`src/modem_ctrl_defines.svh`:
```
// Offsets, field positions and reset values of the modem control and status block.
`ifndef MODEM_CTRL_DEFINES_SVH
`define MODEM_CTRL_DEFINES_SVH

// ============================================================
// Register offsets on the three-bit register select.
`define OFF_DATA        3'h0
`define OFF_IRQ_MASK    3'h1
`define OFF_IRQ_STATUS  3'h2
`define OFF_LINE_CTRL   3'h3
`define OFF_MODEM_CTRL  3'h4
`define OFF_LINE_STATUS 3'h5
`define OFF_MODEM_STAT  3'h6
`define OFF_SCRATCH     3'h7

// ============================================================
// Modem control register fields.
`define MCR_TERM_READY  0
`define MCR_SEND_REQ    1
`define MCR_AUX         2
`define MCR_IRQ_ENABLE  3
`define MCR_LOOP        4

// ============================================================
// Modem status register fields.
`define MSR_CTS_CHG     0
`define MSR_DSR_CHG     1
`define MSR_RING_RISE   2
`define MSR_CARRIER_CHG 3
`define MSR_LEVEL_LSB   4

// ============================================================
// Modem input index, shared by the synchroniser and the change flags.
`define MIN_CTS         0
`define MIN_DSR         1
`define MIN_RING        2
`define MIN_CARRIER     3

// ============================================================
// Interrupt status and mask fields.
`define IRQ_RX_ERROR    0
`define IRQ_RX_AVAIL    1
`define IRQ_THR_EMPTY   2
`define IRQ_MODEM       3

// ============================================================
// Reset values.
`define RST_MCR         5'h00
`define RST_MASK        4'h0
`define RST_BYTE        8'h00
`define RST_MODEM_LEVEL 4'hf
`define RST_PIN_HIGH    1'b1
`define RST_PIN_LOW     1'b0

`endif

```
`src/modem_ctrl_pkg.sv`:
```
// Types shared by the modem control and status block and its bench.
package modem_ctrl_pkg;

    // ============================================================
    // Register bus request, driven by the processor side.
    typedef struct packed {
        logic       cs_n;
        logic       read_strobe_n;
        logic       write_strobe_n;
        logic [2:0] addr;
        logic [7:0] wdata;
    } bus_req_t;

    // ============================================================
    // Register bus answer; oe is high while the block drives the data bus.
    typedef struct packed {
        logic [7:0] rdata;
        logic       oe;
    } bus_rsp_t;

    // ============================================================
    // Modem handshake inputs, all active low.
    typedef struct packed {
        logic carrier_detect_in;
        logic ring_n;
        logic dsr_n;
        logic cts_n;
    } modem_in_t;

    // ============================================================
    // Modem handshake outputs, all active low except the serial line.
    typedef struct packed {
        logic serial_out;
        logic rts_n;
        logic dtr_n;
    } modem_out_t;

    // ============================================================
    // Whole state of the block.
    typedef struct packed {
        logic [3:0] sync1;
        logic [3:0] sync2;
        logic [3:0] sync3;
        logic [3:0] level_n;
        logic [3:0] change;
        logic [4:0] modem_control_reg;
        logic [3:0] mask;
        logic [3:0] irq_status;
        logic [7:0] line_ctrl;
        logic [7:0] scratch;
        logic [7:0] rdata;
        logic       rdata_oe;
        logic       serial_out;
        logic       dtr_n;
        logic       rts_n;
        logic       irq;
        logic       irq_oe;
    } state_t;

endpackage : modem_ctrl_pkg

```
`src/serial_modem_control_status.sv`:
```
// Modem handshake control, modem status tracking and interrupt logic of one serial channel.
//
// Notes on behaviour
// - Terminal-ready low when control bit 0 set.
// - Terminal-ready inactive on reset and loop mode.
// - Send-request low when control bit 1 set.
// - Send-request inactive on reset and loop mode.
// - Interrupt driver enabled only by control bit 3.
// - Interrupt from four causes.
// - Interrupt low after service and on reset.
// - Status bit 6 shows ring level.
// - Status bit 2 set when ring ends (ring_n rising).
// - Status bit 7 shows carrier detect level.
// - Status bit 3 set on carrier change.
// - Enabled modem change raises the interrupt.
// - Data bus driven only in the cycle after a selected read.
// - Selected write loads the addressed register, except data, line status and modem status, which ignore writes; interrupt status clears written ones.
// - Reset clears registers, sets output reset levels.
// - Clear-to-send level bit 4, change bit 0.
// - Data-set-ready level bit 5, change bit 1.
// - Serial output marks high during reset.
`timescale 1ns/1ps
`include "modem_ctrl_defines.svh"

module serial_modem_control_status
    import modem_ctrl_pkg::*;
(
    input  wire logic       clk,
    input  wire logic       rst_n,
    input  wire bus_req_t   bus_req,
    output bus_rsp_t        bus_rsp,
    input  wire modem_in_t  modem_in,
    output modem_out_t      modem_out,
    input  wire logic       tx_bit,
    input  wire logic       rx_error_evt,
    input  wire logic       rx_avail_evt,
    input  wire logic       thr_empty_evt,
    output logic            channel_irq_out,
    output logic            channel_irq_oe
);

    // ============================================================
    // Decoding helpers.

    // A strobe counts only while the channel is selected.
    function automatic logic strobe_hit(input logic cs_n, input logic strobe_n);
        strobe_hit = !cs_n && !strobe_n;
    endfunction : strobe_hit

    // Register select match, used by the modem status read that clears the change flags.
    function automatic logic at_offset(input logic [2:0] addr, input logic [2:0] off);
        at_offset = (addr == off);
    endfunction : at_offset

    // ============================================================
    // State.
    state_t     state_ff;
    state_t     nxt_state;

    // ============================================================
    // Next-state logic.  Every register is updated from this one process.
    always_comb begin
        logic       rd;
        logic       wr;
        logic       loop;
        logic [3:0] raw_n;
        logic [3:0] settled_n;
        logic [3:0] toggled;
        logic [3:0] events;
        logic [3:0] irq_events;
        logic [7:0] msr_view;

        rd         = 1'b0;
        wr         = 1'b0;
        loop       = 1'b0;
        raw_n      = 4'h0;
        settled_n  = 4'h0;
        toggled    = 4'h0;
        events     = 4'h0;
        irq_events = 4'h0;
        msr_view   = 8'h00;
        nxt_state  = state_ff;

        rd   = strobe_hit(bus_req.cs_n, bus_req.read_strobe_n);
        wr   = strobe_hit(bus_req.cs_n, bus_req.write_strobe_n);
        loop = state_ff.modem_control_reg[`MCR_LOOP];

        // In loop mode the modem inputs are taken from the control bits, so
        // software can exercise the status path without a modem attached.
        raw_n[`MIN_CTS]     = ~state_ff.modem_control_reg[`MCR_SEND_REQ];
        raw_n[`MIN_DSR]     = ~state_ff.modem_control_reg[`MCR_TERM_READY];
        raw_n[`MIN_RING]    = ~state_ff.modem_control_reg[`MCR_AUX];
        raw_n[`MIN_CARRIER] = ~state_ff.modem_control_reg[`MCR_IRQ_ENABLE];
        if (!loop) begin
            raw_n = modem_in;
        end

        // Three-stage synchroniser; the first stage feeds only the second.
        nxt_state.sync1 = raw_n;
        nxt_state.sync2 = state_ff.sync1;
        nxt_state.sync3 = state_ff.sync2;

        // A new level is accepted only when the second and third stages agree,
        // which filters a single-cycle glitch at the cost of one cycle latency.
        settled_n = state_ff.level_n;
        for (int i = 0; i < 4; i++) begin
            if (state_ff.sync2[i] == state_ff.sync3[i]) begin
                settled_n[i] = state_ff.sync3[i];
            end
        end
        nxt_state.level_n = settled_n;
        toggled           = settled_n ^ state_ff.level_n;

        // Change events.
        events[`MSR_CTS_CHG]     = toggled[`MIN_CTS];
        events[`MSR_DSR_CHG]     = toggled[`MIN_DSR];
        events[`MSR_RING_RISE]   = toggled[`MIN_RING] && settled_n[`MIN_RING];
        events[`MSR_CARRIER_CHG] = toggled[`MIN_CARRIER];

        // Modem status as software sees it: levels inverted to active high.
        msr_view[`MSR_LEVEL_LSB + `MIN_CTS]     = ~state_ff.level_n[`MIN_CTS];
        msr_view[`MSR_LEVEL_LSB + `MIN_DSR]     = ~state_ff.level_n[`MIN_DSR];
        msr_view[`MSR_LEVEL_LSB + `MIN_RING]    = ~state_ff.level_n[`MIN_RING];
        msr_view[`MSR_LEVEL_LSB + `MIN_CARRIER] = ~state_ff.level_n[`MIN_CARRIER];
        msr_view[`MSR_CARRIER_CHG:`MSR_CTS_CHG] = state_ff.change;

        // Reading the modem status clears the change flags; a change arriving
        // in the same cycle survives so it is reported on the next read.
        if (rd && at_offset(bus_req.addr, `OFF_MODEM_STAT)) begin
            nxt_state.change = 4'h0;
        end
        nxt_state.change = nxt_state.change | events;

        // Register writes.
        if (wr) begin
            unique case (bus_req.addr)
                `OFF_IRQ_MASK:   nxt_state.mask = bus_req.wdata[3:0];
                `OFF_IRQ_STATUS: nxt_state.irq_status = state_ff.irq_status & ~bus_req.wdata[3:0];
                `OFF_LINE_CTRL:  nxt_state.line_ctrl = bus_req.wdata;
                `OFF_MODEM_CTRL: nxt_state.modem_control_reg = bus_req.wdata[4:0];
                `OFF_SCRATCH:    nxt_state.scratch = bus_req.wdata;
                default: begin
                end
            endcase
        end

        // Interrupt causes are sticky; set wins over a write-one clear.
        irq_events[`IRQ_RX_ERROR]  = rx_error_evt;
        irq_events[`IRQ_RX_AVAIL]  = rx_avail_evt;
        irq_events[`IRQ_THR_EMPTY] = thr_empty_evt;
        irq_events[`IRQ_MODEM]     = |events;
        nxt_state.irq_status = nxt_state.irq_status | irq_events;

        // Level interrupt: high while an unmasked cause is pending.
        nxt_state.irq    = |(nxt_state.irq_status & nxt_state.mask);
        nxt_state.irq_oe = nxt_state.modem_control_reg[`MCR_IRQ_ENABLE];

        // Handshake outputs are active low and forced off in loop mode.
        nxt_state.dtr_n = ~(nxt_state.modem_control_reg[`MCR_TERM_READY] && !nxt_state.modem_control_reg[`MCR_LOOP]);
        nxt_state.rts_n = ~(nxt_state.modem_control_reg[`MCR_SEND_REQ] && !nxt_state.modem_control_reg[`MCR_LOOP]);

        // The line marks in loop mode so the far end sees an idle line.
        nxt_state.serial_out = nxt_state.modem_control_reg[`MCR_LOOP] ? `RST_PIN_HIGH : tx_bit;

        // Read path: data stand one cycle after the strobe and only then.
        nxt_state.rdata_oe = rd;
        nxt_state.rdata    = `RST_BYTE;
        if (rd) begin
            unique case (bus_req.addr)
                `OFF_IRQ_MASK:   nxt_state.rdata = {4'h0, state_ff.mask};
                `OFF_IRQ_STATUS: nxt_state.rdata = {4'h0, state_ff.irq_status};
                `OFF_LINE_CTRL:  nxt_state.rdata = state_ff.line_ctrl;
                `OFF_MODEM_CTRL: nxt_state.rdata = {3'h0, state_ff.modem_control_reg};
                `OFF_MODEM_STAT: nxt_state.rdata = msr_view;
                `OFF_SCRATCH:    nxt_state.rdata = state_ff.scratch;
                default:         nxt_state.rdata = `RST_BYTE;
            endcase
        end

        // Synchronous reset: clear registers, park outputs at their idle levels.
        if (!rst_n) begin
            nxt_state.sync1      = `RST_MODEM_LEVEL;
            nxt_state.sync2      = `RST_MODEM_LEVEL;
            nxt_state.sync3      = `RST_MODEM_LEVEL;
            nxt_state.level_n    = `RST_MODEM_LEVEL;
            nxt_state.change     = 4'h0;
            nxt_state.modem_control_reg        = `RST_MCR;
            nxt_state.mask       = `RST_MASK;
            nxt_state.irq_status = 4'h0;
            nxt_state.line_ctrl  = `RST_BYTE;
            nxt_state.scratch    = `RST_BYTE;
            nxt_state.rdata      = `RST_BYTE;
            nxt_state.rdata_oe   = `RST_PIN_LOW;
            nxt_state.serial_out = `RST_PIN_HIGH;
            nxt_state.dtr_n      = `RST_PIN_HIGH;
            nxt_state.rts_n      = `RST_PIN_HIGH;
            nxt_state.irq        = `RST_PIN_LOW;
            nxt_state.irq_oe     = `RST_PIN_LOW;
        end
    end

    // ============================================================
    // State register.
    always_ff @(posedge clk) begin
        state_ff <= nxt_state;
    end

    // ============================================================
    // Outputs, all straight from flip-flops.
    assign bus_rsp.rdata        = state_ff.rdata;
    assign bus_rsp.oe           = state_ff.rdata_oe;
    assign modem_out.dtr_n      = state_ff.dtr_n;
    assign modem_out.rts_n      = state_ff.rts_n;
    assign modem_out.serial_out = state_ff.serial_out;
    assign channel_irq_out      = state_ff.irq;
    assign channel_irq_oe       = state_ff.irq_oe;

endmodule : serial_modem_control_status

```
`config.mk`:
```
export PLATFORM = sky130hd
export DESIGN_NAME = serial_modem_control_status
export DESIGN_NICKNAME = d
export VERILOG_FILES = /design/src/modem_ctrl_pkg.sv /design/src/serial_modem_control_status.sv
export VERILOG_INCLUDE_DIRS = /design/src /design/src/src
export SDC_FILE = /design/constraint.sdc
export NUM_CORES = 1
export LEC_CHECK = 0
export BUFFER_PORTS_ARGS = -buffer_cell sky130_fd_sc_hd__buf_2
export CORE_ASPECT_RATIO = 0.9
export CORE_MARGIN = 10
export CORE_UTILIZATION = 25
export DETAILED_ROUTE_END_ITERATION = 10
export PLACE_DENSITY = 0.47
export SLEW_MARGIN = 20
export SYNTH_ARGS = -nofsm -noshare
export SYNTH_HDL_FRONTEND = slang
export SYNTH_SLANG_ARGS = --single-unit
export TNS_END_PERCENT = 20
```
`constraint.sdc`:
```
create_clock -name clk -period 4.1 [get_ports clk]
set_input_delay 0.205 -clock clk [delete_from_list [all_inputs] [get_ports clk]]
set_output_delay 0.205 -clock clk [all_outputs]
set_load 0.1 [all_outputs]
```
Word-level counts from Yosys, hierarchy flattened. Index checks and enable logic that the tools add are counted. Widths: inputs -> output; s select.

Memory bits (read-only): 0. Output and inout bits: 14. Latch bits: 0. Memory bits (writable): 0. Word-level logic and storage cells: 75. Bits in registers: 63. Memories kept: 0.

Div/mod/pow operators: 0. Equality and inequality tests: 10. Magnitude comparators: 0. $mul: 0. Shift-type cells: 0. Muxes and demuxes: 13. Reduce and logical (&&, ||, !) cells: 17. Add/subtract/negate cells: 0. Bitwise gates (word level): 17.

Operator list (count): $pmux 8 s6 (1); $mux 29 (1); $mux 4 (4); $mux 8 (2); $not 1->1 (11); $eq 3x3->1 const B (3); $and 4x4->4 (2); $or 4x4->4 (2); $reduce_and 2->1 (4); $reduce_or 4->1 (2); $eq 3x2->1 const B (2); $logic_and 1x1->1 (6); $mux 5 (1); $eq 1x1->1 (4); $logic_not 1->1 (4); $mux 1 (4); $not 4->4 (1); $xor 4x4->4 (1); $eq 3x1->1 const B (1); $reduce_or 2->1 (1).

Longest topological paths before layout. Gate-level depths: netlist (run 1).

Word-level depth: 8. Mapped depth: 7. Gate-level depth less buffers: 5.

Worst setup path before layout (run 1). OpenSTA, ideal clock, no wires.

Path kind: input-to-reg. Start: input bus_req[10] (netlist name). End: register state_ff, in the netlist channel_irq_out. Arrival: 1.728 ns. Cell stages on the path: 6. Setup slack: 2.250 ns. Path buffers: 1. Path through: buf_6 or4b_4 nor2_2 nand2_1 a2111o_1 a221o_1.

Word-level cells in the longest chain between the ends: 6.

RTL lines: start, declared (RTL line serial_modem_control_status.sv:30) `input wire bus_req_t bus_req,`; $eq 3x2->1 (RTL line serial_modem_control_status.sv:136) `unique case (bus_req.addr)`; $mux 4 (RTL line serial_modem_control_status.sv:136); $mux 29 * (RTL line serial_modem_control_status.sv:135) `if (wr) begin`; $or 4x4->4 (RTL line serial_modem_control_status.sv:152) `nxt_state.irq_status = nxt_state.irq_status | irq_events;`; $and 4x4->4 * (RTL line serial_modem_control_status.sv:155) `nxt_state.irq = |(nxt_state.irq_status & nxt_state.mask);`; $reduce_or 4->1 * (RTL line serial_modem_control_status.sv:155); end signal, assigned (RTL line serial_modem_control_status.sv:205) `state_ff <= nxt_state;`; end, declared (RTL line serial_modem_control_status.sv:57) `state_t state_ff;`.

Every way passes the cells marked *; elsewhere a longest branch is shown, timed or not. A chain may end at the register's enable or synchronous reset.

Worst setup path after layout (run 1).
Start: input bus_req[9] (netlist name). End: register state_ff, in the netlist channel_irq_out.

The elaborated chain is that of the path after synthesis.

==> impl_metrics.toml, run 1 <==
[cts]
clk_pin_slew_worst_paths_ns = 0.05
cts-resized-gates = 0
numCtsBuffers = 9
cts_tree = "built"
cts_buffer_depth = 2
post-cts-setup-buffers = 0
postCtsHoldBufs = 0
htree_levels = 3
numClockSinks = 62
cts_root_buf = "clkbuf_16"
clock_latency_ns = 0.32

[yosys]
ys_top_cells_by_area = "dfxtp_1, mux2i_1, nor2b_1"
synth_top_area_share_pct = 47.8
synth_edf_count = 0
syn_nets = 296
ys_async_sr_fraction_pct = 0
ys_warn_count = 0
syn_inst = 272
syn_area_sq_um = 2600
postSynthAreaPerCell_sq_um = 9.55
ys_seq_area_share_pct = 47.8
yosysTopAreaCell = "dfxtp_1"
yosys-top-cells-count = "dfxtp_1, nor2b_1, mux2i_1"
synth_top_flop_cell = "dfxtp_1"
synth.most_common_cell = "dfxtp_1"
ys_seq_elements = 62
synth_cell_types = 34

[placed_design]
dp_slack_ns = 1.96
portBuffers = 37
gp_congestion = 0.724
dp_hpwl_microns = 4590

[route]
drc = 0
initialDrtViolationCount = 106
ant_nets = 0
avgViaCountPerCell = 4.37
wl_per_cell_microns = 14.9
routed-via-count = 1872
routed_wl_microns = 6380
dr.pass1.iters = 4

[final_layout]
seq_area_sq_um = 1240
multi_input_area_sq_um = 1190
layout.nets = 318
fill_cells = 1073
syn2layout_area_growth_pct = 21.3
drive_gt1_share_pct = 19.4
n_antenna_cell = 0

[die]
design.core.area_sq_um = 10200
fp.dieH_microns = 117
start_util_pct = 25.4
dieArea_sq_um = 14900
die-width_microns = 127
ios = 38
rows = 35

[job]
cap_violations = 0

[setup_path]
cp-start-kind = "input pin"
crit_arrival_ns = 2.01
path_class = "in2reg"
required_ns = 4.31
cp-end-kind = "register"
critPathMaxFanout = 20

[timing]
finalHoldViolations = 0
fmax_mhz = 555
setup_viol = 0
slew_headroom_pct = 52.9
setup_tns_ns = 0
finalCritPeriodShare_pct = 43.9
whs_ns = 0.0796
setup_slack_ns = 2.30
rsz0062_at_grt = "no"
slew_violations = 0
min_period_ns = 1.80
fin_skew_ns = 0.00582
tightest_slew_ns = 0.702

[outcome]
outcome = "finished, final reports clean"

[global_routing]
antenna_found_initial = 0
grt_overflow = 0
first_global_vias = 1922
grtUsageTotal_pct = 9.16
grt_max_degree = 53
grt_pass1_wl_microns = 10600

[power_and_ir_drop]
worst_ir_drop_vdd_uv = 257
p_leak_uw = 0.00133
power_density_nw_per_um2 = 505

[min_path]
hold_path_class = "in2reg"
registers in the layout (all words and copies together) (netlist names):
| signal | flops |
|---|---|
| channel_irq_out | 1 |
| modem_out | 3 |
| state_ff | 49 |
| bus_rsp | 9 |
cell type report:
cell class	count	area share, %
clock buffer	13	8.26
timing repair buffer	39	6.35
clock inverter	3	2.86
multi-input combinational	180	37.8
tap	129	5.12
sequential	62	39.4
inverter	2	0.238
kinds of logic (layout without fill, tap and decap cells):
logic type / after synthesis / count (layout) / share of synthesized area, %
AO/OA/AOI/OAI: 43 / 43 / 10.3
multiplexers: 34 / 34 / 14.5
AND/OR/NAND/NOR: 103 / 103 / 21.1
flip-flops: 62 / 62 / 47.8
buffers and inverters: 30 / 57 / 6.36
path summary, 6_finish.rpt:
path,startpoint,end,slack (ns),cells past startpoint
min,tx_bit,modem_out[2],0.08,2
max,bus_req[9],channel_irq_out,2.30,6
max reg2reg,state_ff[50],channel_irq_out,2.47,4
min reg2reg,state_ff[61],state_ff[57],0.40,1
per-stage QoR:
step	total power, uW	cell area, sq um	utilization [%]	cells
floorplan	702	2600	-	272
global placement	729	2800	27.4	412
detailed placement	730	2800	27.4	412
CTS	1610	3150	30.9	428
global route	1650	3150	30.9	428
finish	1590	3150	30.9	428
routing by layer:
metal	up-vias	wire [microns]	global-route usage (%)
li1	967	-	-
met1	854	3370	12.3
met3	7	359	4.08
met2	44	2570	12.5
met4	0	76	3.41
met5	-	0	0
worst max-delay path, stage by stage:
cell,delay [ns]
buf_2,0.33
or4b_4,0.55
nor2_2,0.10
nand2_1,0.06
a2111o_1,0.42
a221o_1,0.34
where the power goes:
group / total (uW) / leakage (uW) / switching, uW / internal [uW]
sequential: 624 / 0.000504 / 7.30 / 617
combinational: 93.1 / 0.000656 / 59.1 / 34.0
clock: 876 / 0.000170 / 249 / 627
placed cells by master, fill, tap and decap left out, drive strengths merged, types with 3 or more instances in the layout:
cell    count
a21oi      13
a22oi       6
buf        39
bufinv      3
clkbuf     13
dfxtp      62
mux2i      30
nand2      23
nand2b     10
nand3       3
nor2       22
nor2b      34
nor3        3
o21ai      14
Power figures use the tool's default switching activity.
==> run 2, diff against run 1 <==
- PLACE_DENSITY: 0.47 -> 0.49
- clock period: 4.1 -> 1.55 ns (I/O delays scaled with it)
==> impl_metrics.toml, run 2 (same netlist as run 1, synthesis figures left out) <==
[cts]
clock_latency_ns = 0.32
numCtsBuffers = 9
numClockSinks = 62
cts_root_buf = "clkbuf_16"
cts_buffer_depth = 2
cts_tree = "built"
htree_levels = 3
clk_pin_slew_worst_paths_ns = 0.05

[global_routing]
grt.met1_usage_pct = 12.2
grt_max_degree = 29
antenna_found_initial = 0
grtUsageTotal_pct = 9.44
grt_pass1_wl_microns = 10800
grt_overflow = 0
gr-usage-met2_pct = 14.0
met3_usage_pct = 3.68
first_global_vias = 2009
busiest_layer = "met2"

[setup_path]
crit_arrival_ns = 1.69
reg2reg_from = "state_ff[57]"
critPathMaxFanout = 3
startpoint = "state_ff[57]"
cp-start-kind = "register"
reg2reg_to = "channel_irq_out"
rrSetupSlack_ns = 0.07
crit_path_max_incr_delay_ns = 0.32
crit_buf_inv = 0
cp_slowest_cell = "a221o_1"
required_ns = 1.76
cp-end-kind = "register"
cp.depth = 5
path_cells = "nand2_1 > nor2_1 > a211o_1 > a2111o_1 > a221o_1"
ff2ff_path_depth = 5
path_class = "reg2reg"
crit_family = "compound AO/OA/AOI/OAI gates"
endpoint = "channel_irq_out"

[final_layout]
largest_register_ffs = 49
layout.nets = 347
mostFrequentLayoutCells = "dfxtp_1, buf_2, nor2b_1"
drive_gt1_share_pct = 26.5
n_antenna_cell = 0
syn2layout_area_growth_pct = 29.2
regMostFlops = "state_ff"
layout_commonest_cell = "dfxtp_1"
final_core_util_pct = 32.9

[timing]
setup_viol = 0
rsz0062_at_grt = "no"
finalCritPeriodShare_pct = 95.5
fin_skew_ns = 0.00311
fmax_mhz = 676
tightest_slew_ns = 0.493
slew_headroom_pct = 67.3
whs_ns = 0.0163
finalHoldViolations = 0
min_period_ns = 1.48
slew_violations = 0

[route]
ant_nets = 0
dr.pass1.iters = 4
drc = 0
wl_per_cell_microns = 14.6
avgViaCountPerCell = 4.33
routed-via-count = 1981
initialDrtViolationCount = 101
routed_wl_microns = 6680

[job]
cap_violations = 0

[power_and_ir_drop]
p_leak_uw = 0.00145
power_density_nw_per_um2 = 1220
worst_ir_drop_vdd_uv = 655

[outcome]
outcome = "finished, final reports clean"

[placed_design]
dp_hpwl_microns = 5010
portBuffers = 37
gp_congestion = 0.778

[die]
fp.dieH_microns = 117
rows = 35
dieArea_sq_um = 14900
start_util_pct = 25.4
die-width_microns = 127
ios = 38
design.core.area_sq_um = 10200

[min_path]
hold_path_class = "in2reg"
holdCritStartpoint = "modem_in[2]"
-- run 2: cell count changes in the layout (fill, tap and decap cells not counted), sizes merged --
| cell | before | now |
|---|---|---|
| dlygate4sd3 | 0 | 4 |
| buf | 39 | 64 |
| bufinv | 3 | 2 |
| clkinvlp | 0 | 2 |
| clkinv | 0 | 2 |
| clkbuf | 13 | 10 |
-- run 2: worst min-delay path, cell delays in order --
cell,delay (ns)
buf_2,0.10
o21ai_0,0.07
nand2_1,0.06
-- run 2: timing repair --
| item | 4_1_cts | 5_1_grt |
|---|---|---|
| hold buffers | 4 | 0 |
| gates cloned | 0 | 0 |
| endpoints found under the setup margin | 1 | 1 |
| hold endpoints to repair | 4 | 0 |
| pin swaps | 2 | 1 |
| resized for setup | 2 | 2 |
| setup buffers | 0 | 0 |
-- run 2: layout make-up --
class,instances,area [sq um]
clock buffers,10,239
clock inverters,6,85.1
fillers,1049,6850
inverters,2,7.51
multi-input cells,180,1190
flip-flops and latches,62,1240
well taps,129,161
repair buffers,68,428
-- run 2: per-layer routing --
| layer | part of all wire, % | vias up |
|---|---|---|
| met5 | 0 | - |
| met4 | 1.3 | 0 |
| met2 | 42 | 39 |
| met1 | 51 | 911 |
| met3 | 5.8 | 8 |
| li1 | - | 1023 |
-- run 2: power by group --
part	internal [uW]	switching [uW]	leakage (uW)
registers	1630	18.8	0.000503
clock network	1440	710	0.000154
logic	120	168	0.000790
total	3190	896	0.00145
-- run 2: how the worst min path moves through the flow --
| stage | to | slack [ns] | cells past startpoint |
|---|---|---|---|
| floorplan | modem_out[2] | 0.18 | 1 |
| global placement | modem_out[2] | 0.27 | 2 |
| detailed placement | modem_out[2] | 0.27 | 2 |
| CTS | state_ff[61] | 0.005 | 3 |
| global route | state_ff[61] | 0.03 | 3 |
| finish | state_ff[61] | 0.02 | 3 |
-- run 2: per-stage QoR --
step	TNS (ns)	std cells	total power, uW	cell area (sq um)	worst slack [ns]
3_3_place_gp	-0.151	437	1960	2990	-0.151
6_report	0	457	4090	3350	0.0699
3_5_place_dp	-0.193	437	1960	2990	-0.179
5_1_grt	0	457	4230	3350	0.00177
2_1_floorplan	-0.0756	272	1860	2600	-0.0661
4_1_cts	0	457	4130	3350	0.0167
==> run 3, diff against run 2 <==
- CORE_MARGIN: 10 -> unset
- SETUP_SLACK_MARGIN: unset -> 0.4
==> impl_metrics.toml, run 3 (same netlist as run 1, synthesis figures left out) <==
[timing]
slew_violations = 0
fin_skew_ns = 0.00547
setup_viol = 0
min_period_ns = 1.46
finalHoldViolations = 0
finalCritPeriodShare_pct = 94.5
rsz0062_at_grt = "yes"
tightest_slew_ns = 0.496
slew_headroom_pct = 67.2
fmax_mhz = 683

[power_and_ir_drop]
p_leak_uw = 0.00143
p_int_uw = 2980
power_density_nw_per_um2 = 1150
combinationalPowerShare_pct = 7.7
worst_ir_drop_vdd_uv = 629
switchingPower_uw = 876
clkPwrFrac_pct = 49.7
seqPwrFrac_pct = 42.7
power.switching_fraction_pct = 22.7

[setup_path]
startpoint = "state_ff[57]"
cp-end-kind = "register"
crit_path_max_incr_delay_ns = 0.33
path_cells = "nand2_2 > nor2_2 > a211o_1 > a2111o_1 > a221o_1"
ff2ff_path_depth = 5
reg2reg_to = "channel_irq_out"
endpoint = "channel_irq_out"
critPathMaxFanout = 3
path_class = "reg2reg"
rrSetupSlack_ns = 0.09
cp-start-kind = "register"
reg2reg_from = "state_ff[57]"
required_ns = 1.75
cp_slowest_cell = "dfxtp_2"
crit_arrival_ns = 1.67

[cts]
cts_buffer_depth = 2
cts_root_buf = "clkbuf_16"
clock_latency_ns = 0.32
htree_levels = 3
numClockSinks = 62
cts_tree = "built"
numCtsBuffers = 9
clk_pin_slew_worst_paths_ns = 0.05

[route]
drc = 0
ant_nets = 0
dr.pass1.iters = 4
wl_per_cell_microns = 13.5
routed_wl_microns = 6080
avgViaCountPerCell = 4.33
initialDrtViolationCount = 36
routed-via-count = 1952

[global_routing]
grt_overflow = 0
grt_pass1_wl_microns = 9770
antenna_found_initial = 0
grtUsageTotal_pct = 12.2
grt_max_degree = 31
first_global_vias = 1873

[min_path]
holdCritStartpoint = "bus_req[5]"
hold_path_class = "in2reg"

[die]
dieArea_sq_um = 10800
fp.dieH_microns = 98.7
die-width_microns = 109
design.core.area_sq_um = 9870
rows = 34
ios = 38
start_util_pct = 26.3

[placed_design]
place_area_sq_um = 2960
portBuffers = 37
gp_congestion = 0.704
dp_cells = 429
dp_hpwl_microns = 4430

[final_layout]
syn2layout_area_growth_pct = 29.1
fin_cells = 451
largest_register_ffs = 49
final_core_util_pct = 34.0
drive_gt1_share_pct = 28.6
layout.nets = 344
regMostFlops = "state_ff"
mostFrequentLayoutCells = "dfxtp_1, buf_2, nor2b_1"
stdcell_area_sq_um = 3350
n_antenna_cell = 0
layout_commonest_cell = "dfxtp_1"

[outcome]
outcome = "finished, final reports clean"

[job]
cap_violations = 0
run 3: changes by cell type in the layout (fill, tap and decap cells not counted), moves of 2 or more:
| cell | change |
|---|---|
| nor2_1 | -2 |
| dfxtp_2 | +2 |
| buf_4 | -5 |
| clkinv_2 | +2 |
| dfxtp_1 | -3 |
run 3: worst max-delay path: cells and delay by family (launching register included):
| family | cells | cell delay, ns |
|---|---|---|
| AOI/OAI and AO/OA | 3 | 0.91 |
| and+or+nand+nor | 2 | 0.10 |
| DFF | 1 | 0.33 |
run 3: worst min path at each step:
stage	depth (start not counted)	slack, ns	to
finish	3	0.04	state_ff[27]
global route	3	0.03	state_ff[27]
CTS	3	0.03	state_ff[27]
detailed placement	2	0.29	modem_out[2]
global placement	2	0.27	modem_out[2]
floorplan	1	0.18	modem_out[2]
run 3: stage by stage:
stage          power [uW]  hold WS (ns)  setup WS (ns)  setup TNS, ns
3_5_place_dp         1960         0.286         -0.168         -0.171
4_1_cts              3900        0.0255         0.0649              0
5_1_grt              4020        0.0328         0.0476              0
6_report             3860        0.0359         0.0856              0
2_1_floorplan        1870         0.183        -0.0640        -0.0640
3_3_place_gp         1960         0.266         -0.153         -0.153
run 3: repair_timing:
item / CTS / global route
setup endpoints to repair: 5 / 27
buffers inserted: 0 / 1
gates resized for setup: 4 / 13
pin swaps: 2 / 1
endpoints found under the hold margin: 5 / 0
hold buffers: 5 / 0
run 3: power by group through the flow:
stage | Combinational [uW] | Sequential, uW | Clock (uW)
final | 295 | 1650 | 1920
after global routing | 320 | 1650 | 2050
after CTS | 289 | 1650 | 1960
after detailed placement | 279 | 1680 | 0
after global placement | 277 | 1680 | 0
after floorplan | 185 | 1680 | 0
run 3: routing by layer:
metal / routed length [microns] / global-route usage, % / up-vias / share of wire, %
met5: 0 / 0 / - / 0
met4: 89 / 4.92 / 0 / 1.5
met3: 199 / 2.84 / 7 / 3.3
met2: 2600 / 18.0 / 33 / 43
met1: 3180 / 17.2 / 893 / 52
li1: - / - / 1019 / -
run 3: cell type report:
cell class,instances,area (sq um)
fill,1034,6520
sequential,62,1250
multi-input combinational,180,1230
timing repair buffer,65,415
clock buffer,9,225
tap,126,158
clock inverter,7,65.1
inverter,2,7.51
